### src/hw/addr_mode_regs.vh
`ifndef ADDR_MODE_REGS_VH
`define ADDR_MODE_REGS_VH
// Mode field codes
`define MODE_W 5
`define MODE_REGREL_HI 2'b01
`define MODE_FRAME_MREL 5'h10
`define MODE_STACK_MREL 5'h11
`define MODE_STATIC_MREL 5'h12
`define MODE_RESERVED 5'h13
`define MODE_IMMEDIATE 5'h14
`define MODE_EXTERNAL 5'h16
`define MODE_STACK_TOP 5'h17
// General register file shape and link-table entry scaling
`define GEN_REG_COUNT 8
`define GEN_REG_SEL_W 3
`define LINK_ENTRY_SHIFT 2
// Stack select bit position in the status word
`define PSW_STACK_SEL_BIT 9
// Decoded operation kinds
`define KIND_W 3
`define KIND_NONE 3'h0
`define KIND_DIRECT 3'h1
`define KIND_INDIRECT 3'h2
`define KIND_IMMEDIATE 3'h3
`define KIND_STACK_TOP 3'h4
`define KIND_ILLEGAL 3'h5
`endif

### src/hw/stack_pointer_select.v
`timescale 1ns/1ns
`include "addr_mode_regs.vh"
module stack_pointer_select #(
  parameter W = 32
) (
  input wire [W-1:0] processor_status_word,
  input wire [W-1:0] first_stack_pointer,
  input wire [W-1:0] second_stack_pointer,
  output wire [W-1:0] current_sp
);
  assign current_sp = processor_status_word[`PSW_STACK_SEL_BIT] ? second_stack_pointer :
                      first_stack_pointer;
endmodule // stack_pointer_select

### src/hw/operand_address_mode_decoder.v
// What this block does
// - Codes 01000..01111: address is displacement plus general register 0..7.
// - Memory-relative: read pointer at disp1 plus base, add disp2.
// - Stack references use the pointer chosen by the status word bit.
// - Immediate: no address; operand comes from the instruction queue.
// - External: pointer from link-table entry disp1, plus disp2.
// - Code 10111 addresses top of current stack with push or pop.
`timescale 1ns/1ns
`include "addr_mode_regs.vh"
module operand_address_mode_decoder #(
  parameter W = 32,
  parameter SIZE_W = 3
) (
  input wire clk,
  input wire reset,
  input wire start,
  input wire [`MODE_W-1:0] mode,
  input wire [W-1:0] disp1,
  input wire [W-1:0] disp2,
  input wire [W*`GEN_REG_COUNT-1:0] gen_regs,
  input wire [W-1:0] frame_base_pointer,
  input wire [W-1:0] static_base_pointer,
  input wire [W-1:0] link_table_base,
  input wire [W-1:0] processor_status_word,
  input wire [W-1:0] first_stack_pointer,
  input wire [W-1:0] second_stack_pointer,
  input wire is_write,
  input wire [SIZE_W-1:0] op_bytes,
  input wire [W-1:0] queue_data,
  input wire ptr_valid,
  input wire [W-1:0] ptr_data,
  output reg ptr_req,
  output reg [W-1:0] ptr_addr,
  output reg done,
  output reg [W-1:0] eff_addr,
  output reg operand_is_imm,
  output reg [W-1:0] imm_value,
  output reg illegal_mode,
  output reg sp_update,
  output reg sp_update_sel,
  output reg [W-1:0] sp_new_value,
  output reg busy
);
  localparam ST_IDLE = 1'b0;
  localparam ST_WAIT_PTR = 1'b1;
  localparam SEL_W = `GEN_REG_SEL_W;
  localparam CHAIN_W = W * (`GEN_REG_COUNT + 1);

  wire [W-1:0] current_sp;
  wire [CHAIN_W-1:0] reg_chain;
  wire [W-1:0] reg_sel;
  wire is_regrel;
  wire is_frame_mrel;
  wire is_stack_mrel;
  wire is_static_mrel;
  wire is_mem_rel;
  wire is_external;
  wire is_immediate;
  wire is_stack_top;
  wire is_reserved;
  wire needs_ptr;
  wire accept;
  wire stack_sel;
  wire [W-1:0] size_ext;
  wire [W-1:0] push_addr;
  wire [W-1:0] pop_next;
  wire [W-1:0] link_offset;
  reg state_r;
  reg state_nxt;
  reg [W-1:0] disp2_r;
  reg [W-1:0] base;
  reg [`KIND_W-1:0] kind;
  genvar g;

  ////////////////////////////////////////////////////////////////////////
  // Pointer choice lives in one place so the push/pop path and the
  // memory-relative path can never disagree about which stack is live
  stack_pointer_select #(.W(W)) u_sp_sel (
    .processor_status_word(processor_status_word),
    .first_stack_pointer(first_stack_pointer),
    .second_stack_pointer(second_stack_pointer),
    .current_sp(current_sp)
  );

  assign stack_sel = processor_status_word[`PSW_STACK_SEL_BIT];

  ////////////////////////////////////////////////////////////////////////
  // Register pick as a masked OR chain: no priority logic is needed since
  // exactly one index matches a field of SEL_W bits
  assign reg_chain[W-1:0] = {W{1'b0}};
  generate
    for (g = 0; g < `GEN_REG_COUNT; g = g + 1) begin : gen_reg_pick
      wire hit;
      assign hit = {{(32-SEL_W){1'b0}}, mode[SEL_W-1:0]} == g;
      assign reg_chain[(g+1)*W +: W] = reg_chain[g*W +: W] | (gen_regs[g*W +: W] & {W{hit}});
    end
  endgenerate
  assign reg_sel = reg_chain[`GEN_REG_COUNT*W +: W];

  ////////////////////////////////////////////////////////////////////////
  // Mode field decode
  assign is_regrel = mode[`MODE_W-1:`MODE_W-2] == `MODE_REGREL_HI;
  assign is_frame_mrel = mode == `MODE_FRAME_MREL;
  assign is_stack_mrel = mode == `MODE_STACK_MREL;
  assign is_static_mrel = mode == `MODE_STATIC_MREL;
  assign is_mem_rel = is_frame_mrel || is_stack_mrel || is_static_mrel;
  assign is_external = mode == `MODE_EXTERNAL;
  assign is_immediate = mode == `MODE_IMMEDIATE;
  assign is_stack_top = mode == `MODE_STACK_TOP;
  assign is_reserved = mode == `MODE_RESERVED;
  assign needs_ptr = is_mem_rel || is_external;
  // Requests are only taken while no pointer read is outstanding
  assign accept = start && state_r == ST_IDLE;

  always @* begin
    kind = `KIND_NONE;
    if (accept) begin
      if (is_regrel) begin
        kind = `KIND_DIRECT;
      end else if (needs_ptr) begin
        kind = `KIND_INDIRECT;
      end else if (is_immediate) begin
        kind = `KIND_IMMEDIATE;
      end else if (is_stack_top) begin
        kind = `KIND_STACK_TOP;
      end else if (is_reserved) begin
        // Held-back code is flagged, never guessed at
        kind = `KIND_ILLEGAL;
      end else begin
        // Register-direct, absolute and memory-space forms are not built here
        kind = `KIND_ILLEGAL;
      end
    end
  end

  always @* begin
    case (mode)
      `MODE_FRAME_MREL: base = frame_base_pointer;
      `MODE_STACK_MREL: base = current_sp;
      `MODE_STATIC_MREL: base = static_base_pointer;
      default: base = {W{1'b0}};
    endcase
  end

  ////////////////////////////////////////////////////////////////////////
  // Address arithmetic
  // Link-table entries are one word each, so the index is scaled by a shift
  assign link_offset = {disp1[W-1-`LINK_ENTRY_SHIFT:0], {`LINK_ENTRY_SHIFT{1'b0}}};
  assign size_ext = {{(W-SIZE_W){1'b0}}, op_bytes};
  assign push_addr = current_sp - size_ext;
  assign pop_next = current_sp + size_ext;

  ////////////////////////////////////////////////////////////////////////
  // Sequencer: only pointer modes leave idle
  always @* begin
    state_nxt = state_r;
    case (state_r)
      ST_IDLE: begin
        if (kind == `KIND_INDIRECT) begin
          state_nxt = ST_WAIT_PTR;
        end
      end
      ST_WAIT_PTR: begin
        if (ptr_valid) begin
          state_nxt = ST_IDLE;
        end
      end
      default: begin
        state_nxt = ST_IDLE;
      end
    endcase
  end

  ////////////////////////////////////////////////////////////////////////
  always @(posedge clk) begin
    if (reset) begin
      state_r <= ST_IDLE;
      disp2_r <= {W{1'b0}};
      ptr_req <= 1'b0;
      ptr_addr <= {W{1'b0}};
      done <= 1'b0;
      eff_addr <= {W{1'b0}};
      operand_is_imm <= 1'b0;
      imm_value <= {W{1'b0}};
      illegal_mode <= 1'b0;
      sp_update <= 1'b0;
      sp_update_sel <= 1'b0;
      sp_new_value <= {W{1'b0}};
      busy <= 1'b0;
    end else begin
      state_r <= state_nxt;
      busy <= state_nxt == ST_WAIT_PTR;
      done <= 1'b0;
      operand_is_imm <= 1'b0;
      illegal_mode <= 1'b0;
      sp_update <= 1'b0;
      if (state_r == ST_WAIT_PTR && ptr_valid) begin
        ptr_req <= 1'b0;
        eff_addr <= ptr_data + disp2_r;
        done <= 1'b1;
      end
      // Kind is none while waiting, so this never collides with the return above
      case (kind)
        `KIND_DIRECT: begin
          eff_addr <= disp1 + reg_sel;
          done <= 1'b1;
        end
        `KIND_INDIRECT: begin
          // Second displacement is kept: the queue may move on during the read
          ptr_req <= 1'b1;
          disp2_r <= disp2;
          if (is_external) begin
            ptr_addr <= link_table_base + link_offset;
          end else begin
            ptr_addr <= disp1 + base;
          end
        end
        `KIND_IMMEDIATE: begin
          imm_value <= queue_data;
          operand_is_imm <= 1'b1;
          done <= 1'b1;
        end
        `KIND_STACK_TOP: begin
          // Push predecrements; pop hands out the old top, then moves it up
          eff_addr <= is_write ? push_addr : current_sp;
          sp_new_value <= is_write ? push_addr : pop_next;
          sp_update_sel <= stack_sel;
          sp_update <= 1'b1;
          done <= 1'b1;
        end
        `KIND_ILLEGAL: begin
          illegal_mode <= 1'b1;
          done <= 1'b1;
        end
        default: begin
          // No request taken this cycle; data outputs hold, except eff_addr when a pointer read returns
        end
      endcase
    end
  end
endmodule // operand_address_mode_decoder

### config.mk
export PLATFORM = sky130hd
export DESIGN_NAME = operand_address_mode_decoder
export DESIGN_NICKNAME = d
export VERILOG_FILES = /design/src/hw/stack_pointer_select.v /design/src/hw/operand_address_mode_decoder.v
export VERILOG_INCLUDE_DIRS = /design/src /design/src/hw
export SDC_FILE = /design/constraint.sdc
export NUM_CORES = 1
export LEC_CHECK = 0
export ABC_AREA = 1
export BUFFER_PORTS_ARGS = -buffer_cell sky130_fd_sc_hd__buf_2
export CAP_MARGIN = 20
export CORE_AREA = 2 2 281 283
export DETAILED_ROUTE_END_ITERATION = 10
export DIE_AREA = 0 0 283 285
export GPL_ROUTABILITY_DRIVEN = 1
export SETUP_SLACK_MARGIN = 0.1
export SLEW_MARGIN = 20
export SYNTH_ARGS = -nofsm -noshare
export SYNTH_HDL_FRONTEND = slang
export SYNTH_SLANG_ARGS = --single-unit
export TNS_END_PERCENT = 1
### constraint.sdc
create_clock -name clk -period 5.2 [get_ports clk]
set_clock_uncertainty 0.2 [all_clocks]
set_input_delay 1.56 -clock clk [delete_from_list [all_inputs] [get_ports clk]]
set_output_delay 1.56 -clock clk [all_outputs]
set_load 0.03 [all_outputs]
### Word-level counts from Yosys, hierarchy flattened

Index checks and enable logic that the tools add are counted.

* add/subtract/negate cells: 6
* equality and inequality tests: 19
* multiplexer cells: 22
* bitwise logic cells: 16
* reductions and logical operators: 9

Operator list (count)
* 32-bit AND: 8
* 32-bit bitwise OR: 7
* 32-bit 2-to-1 mux: 5
* 32-bit adder: 4
* 32-bit case mux with 3 select lines: 1
* 32-bit case mux with 2 select lines: 1
* 32-bit by 3-bit adder with 32-bit output: 1
* 32-bit by 3-bit subtractor with 32-bit output: 1
* 5-bit == test, second input constant: 6
* 3-bit == test, second input constant: 6
* 3-bit by 2-bit == test with 1-bit output, second input constant: 4
* 3-bit 2-to-1 mux: 4
* 1-bit 2-to-1 mux: 10
* 3-bit by 1-bit == test with 1-bit output, second input constant: 2
* 4-bit OR reduction: 1
* 3-bit zero test: 1
* 1-bit logical OR: 3
* 3-bit nonzero test: 1
* 2-bit by 1-bit == test with 1-bit output, second input constant: 1
* 1-bit logical AND: 2
* 1-bit case mux with 2 select lines: 1
* 2-bit nonzero test: 1
* 1-bit inverter: 1

* register bits after elaboration: 167
* output and inout bits: 135

### Depth between registers and ports, before layout

* word-level depth: 11
* depth in mapped cells: 26
* gate-level depth less buffers: 24

### Cells and area by module

Synthesis repeated with hierarchy kept, for this count alone.

* cell total of the unflattened synthesis: 3724
* area, all modules: 20297.0 µm²

Modules (own cells, without submodules)
* operand_address_mode_decoder: instances 1, cells each 3620, area each 19805.2 µm², sequential area each 3343.2 µm²
* stack_pointer_select: instances 1, cells each 104, area each 491.7 µm², sequential area each 0.0 µm²

### Least setup slack after synthesis

No wires, ideal clock.

* path kind: input-to-reg
* from: input port mode[0]
* to: register ptr_addr[22]
* arrival time: 4.423 ns
* setup slack: 0.468 ns
* stages: 26
* buffers on the path: 3
* cells stage by stage: buf_2 nand2_1 nor2_1 inv_1 nor2_1 inv_1 clkbuf_1 clkbuf_1 o211ai_1 ha_1 inv_1 fa_1 inv_1 nand3_1 nand2_1 inv_1 o21bai_1 nand3_1 nand2_1 nand2_1 nand2_1 nand2_1 nand3_1 nand3_1 nand2_1 inv_1

* cells in the longest elaborated chain, start to end: 8

RTL lines
* start: declaration: RTL line operand_address_mode_decoder.v:17 `` input wire [`MODE_W-1:0] mode, ``
* branches (longest 8 deep; another with 32-bit adder)
* end signal: assignment: RTL line operand_address_mode_decoder.v:180 `ptr_addr <= {W{1'b0}};`
* end signal: assignment: RTL line operand_address_mode_decoder.v:213 `ptr_addr <= link_table_base + link_offset;`
* end signal: assignment: RTL line operand_address_mode_decoder.v:215 `ptr_addr <= disp1 + base;`
* end: declaration: RTL line operand_address_mode_decoder.v:33 `output reg [W-1:0] ptr_addr,`

Several ways; the timed one is not identified.
A chain may end at the register's enable or synchronous reset.

### Worst setup path in the final report

* from: input port mode[2]
* to: register eff_addr[27]

* cells in the longest elaborated chain, start to end: 11

RTL lines
* 3-bit by 1-bit == test with 1-bit output / 3-bit zero test (equally long branches): RTL line operand_address_mode_decoder.v:94 `assign hit = {{(32-SEL_W){1'b0}}, mode[SEL_W-1:0]} == g;`
* 32-bit AND: RTL line operand_address_mode_decoder.v:95 `assign reg_chain[(g+1)*W +: W] = reg_chain[g*W +: W] | (gen_regs[g*W +: W] & {W{hit}});`
* 32-bit bitwise OR (7 in series): RTL line operand_address_mode_decoder.v:95
* 32-bit adder: RTL line operand_address_mode_decoder.v:205 `eff_addr <= disp1 + reg_sel;`
* 32-bit case mux with 2 select lines: RTL line operand_address_mode_decoder.v:203 `case (kind)`
* end signal: assignment: RTL line operand_address_mode_decoder.v:199 `eff_addr <= ptr_data + disp2_r;`
* end signal: assignment: RTL line operand_address_mode_decoder.v:205
* end signal: assignment: RTL line operand_address_mode_decoder.v:225 `eff_addr <= is_write ? push_addr : current_sp;`
* end: declaration: RTL line operand_address_mode_decoder.v:35 `output reg [W-1:0] eff_addr,`

Several ways; a longest one is shown, not always the timed one.

==> flow_summary.toml <==
[power]
total_power_mw = 5.026
peakVddDrop_mv = 0.2041
power_density_mw_per_mm2 = 184.0
leakagePower_nw = 14.96

[logic_synthesis]
ys_seq_area_frac = 0.1633
syn_area_per_cell_um2 = 5.630
synth_top_cell_by_area = "nand2_1"
ys_top_cells_by_count = "nand2_1, nor2_1, inv_1, nand3_1, o21ai_0"
synth_edf_count = 0
syn-num-nets = 4367
synth_top_area_frac = 0.2064
ys.warnings.count = 0
synth_cell_type_count = 54
ys_seq_elements = 167
synth.most_common_cell = "nand2_1"
synthTopCellsByArea = "nand2_1, dfxtp_1, nor2_1"
synthArstFlopShare = 0
yosys_most_used_dff = "dfxtp_1"
synthesis.area_mm2 = 0.02048
postSynthCellCount = 3637

[worst_setup_path]
reg2reg_depth = 8
start_kind = "primary input"
r2r_start = "state_r$_SDFF_PP0_"
worstPathRequired_ns = 5.39
reg2reg_slack_ns = 2.18
regToRegEndpoint = "ptr_addr[6]$_SDFFE_PP0P_"
cp.arrival_ns = 5.05
cpPeakStageDelay_ns = 0.38
crit_fanout = 15
crit_chain = "buf_2 -> buf_4 -> inv_2 -> nand2_1 -> inv_1 -> buf_12 -> a22o_1 -> a221oi_1 -> nand4_1 -> buf_12 -> ha_1 -> nand2_1 -> inv_1 -> nand2_1 -> nand2_1 -> a21oi_1 -> nor2_1 -> nor2_1 -> nand3_1 -> nand3_1 -> nand4_1 -> nand2_1 -> inv_1"
critPathKind = "in2reg"
crit_slowest_cell = "a221oi_1"
crit_top_cell = "nand2_1"
critical_path.endpoint_type = "flop"

[timing]
slew_headroom = 0.4662
fin_crit_sh = 0.9346
worst_slack_ns = 0.3400
post-route-min-period_ns = 4.860
hold_viol = 0
worstMarginPinSlew_ns = 0.8006
drv_slew = 0
finalSetupViolCount = 0
max_freq_ghz = 0.2058
rsz0062_at_grt = "no"

[global_route]
antenna_found_initial = 17
grt_use_total = 0.2810
grt-ovfl-total = 0
grt_pass1_vias = 25330
grt_max_degree = 75
grt_pass1_wl_um = 166400

[route]
vias = 27270
drcViolationCount = 0
detail_route.first_pass.iterations = 6
viasPerCell = 4.914
initialDrtViolationCount = 2429
detail_route.wl_per_cell_um = 21.29
routed_wl_um = 118100
antenna_left = 0

[floorplanning]
num_rows = 103
core_mm2 = 0.07797
ios = 724
initial_core_util = 0.2626
die_h_um = 285
die-area_mm2 = 0.08066
chipWidth_um = 283

[cells_and_area]
n_fill_cell = 8911
fin_nets = 5211
drive_gt1_frac = 0.2495
area_growth_pct = 33.43
final_core_util = 0.3504
fin_area_mm2 = 0.02732

[placed_design]
io_buffer_count = 692
place_area_mm2 = 0.02674
gp_congestion = 0.9822
detailedPlace.worstSlack_ns = -0.1958
dp_hpwl_um = 99700

[clock_network]
cts_tree = "yes"
clk_pin_slew_ns = 0.08
insertion_delay_ns = 0.50
cts_buffers = 17
post_cts_buffers = 0
cts_hold_buf = 0
post_cts_resized = 0
htreeDepth = 4
clock-root-buffer = "clkbuf_16"
cts.sinks = 167
clockBufferDepth = 2

[run]
drv_cap = 0

[worst_hold_path]
hp-class = "reg2reg"
whs_path_depth = 2
holdPathEnd = "ptr_req$_SDFFE_PP0P_"
min_from = "ptr_req$_SDFFE_PP0P_"

[outcome]
status = "finished, final reports clean"
## placed cells by master, fill, tap and decap left out, types with 18 or more instances in the layout
cell,netlist,layout
nand2_1,1126,1126
buf_2,29,692
nor2_1,463,455
inv_1,439,438
nand3_1,276,276
buf_4,9,240
o21ai_0,226,225
a21oi_1,181,181
dfxtp_1,167,167
ha_1,135,134
nand4_1,69,69
o211ai_1,42,42
nand2_2,39,39
xor2_1,39,39
a221oi_1,30,30
nor3_1,29,28
nor2_2,19,27
nand3b_1,26,26
a22oi_1,24,24
o21bai_1,19,19
nand2_4,18,18
a31oi_1,18,18
## worst max-delay path, delay by kind of cell
kind                       cells  cell delay, ns
AOI/OAI and AO/OA              3            0.79
adders and majority gates      1            0.33
buffers and inverters          8            0.92
and+or+nand+nor               11            1.41
## sequential cells by signal, summed over array words and instances (netlist names)
name / flops
disp2_r: 32
done: 1
eff_addr: 32
illegal_mode: 1
imm_value: 32
operand_is_imm: 1
ptr_addr: 32
ptr_req: 1
sp_new_value: 32
sp_update: 1
sp_update_sel: 1
state_r: 1
## cells by family (layout without fill, tap and decap cells)
group,after synthesis,count (layout),synth area share
AOI/OAI and AO/OA,596,596,0.1702
xor gates and xnor gates,45,45,0.01925
and+or+nand+nor,2111,2111,0.4443
DFF,167,167,0.1633
buffers and inverters,577,1433,0.1146
adders and majority gates,141,141,0.08836
other,0,6,0
## worst max-delay path by stage
stage,start,end,slack [ns]
global placement,mode[2],eff_addr[8]$_SDFFE_PP0P_,-0.17
global route,mode[2],eff_addr[12]$_SDFFE_PP0P_,0.12
floorplan,mode[0],ptr_addr[22]$_SDFFE_PP0P_,0.47
CTS,mode[2],eff_addr[8]$_SDFFE_PP0P_,0.32
finish,mode[2],eff_addr[27]$_SDFFE_PP0P_,0.34
detailed placement,mode[2],eff_addr[8]$_SDFFE_PP0P_,-0.20
## area by class of cell
| class | instances | area, um2 | area share |
|---|---|---|---|
| multi-input cells | 2893 | 14810 | 0.5422 |
| repair buffers | 946 | 5545 | 0.2030 |
| flip-flops and latches | 167 | 3343 | 0.1224 |
| inverters | 456 | 1723 | 0.06306 |
| well taps | 1050 | 1314 | 0.04809 |
| clock buffers | 18 | 429.2 | 0.01571 |
| clock inverters | 13 | 136.4 | 0.004992 |
| diodes | 6 | 15.01 | 0.0005496 |
## where the power goes
group	switching, mW	total [mW]	internal, mW	leakage [nW]
registers	0.0367	1.37	1.33	1.36
logic	1.49	2.33	0.839	13.3
clock network	0.651	1.32	0.671	0.274
## routing by layer
layer | wire length [um] | vias to the layer above | GRT usage
met5 | 106 | - | 0
met4 | 4016 | 16 | 0.09854
met3 | 9945 | 159 | 0.07248
met2 | 52310 | 1091 | 0.4468
met1 | 51770 | 12460 | 0.3668
li1 | - | 13540 | -
## metrics by stage
step / cells / hold WS (ns) / TNS [ns]
after floorplan: 3637 / 0.2781 / 0
after global placement: 5512 / 0.2613 / -0.8824
after detailed placement: 5512 / 0.2670 / -1.076
after CTS: 5543 / 0.2794 / 0
after global routing: 5547 / 0.3050 / 0
final: 5549 / 0.2811 / 0
No activity file was read; power rests on OpenSTA's default activity.
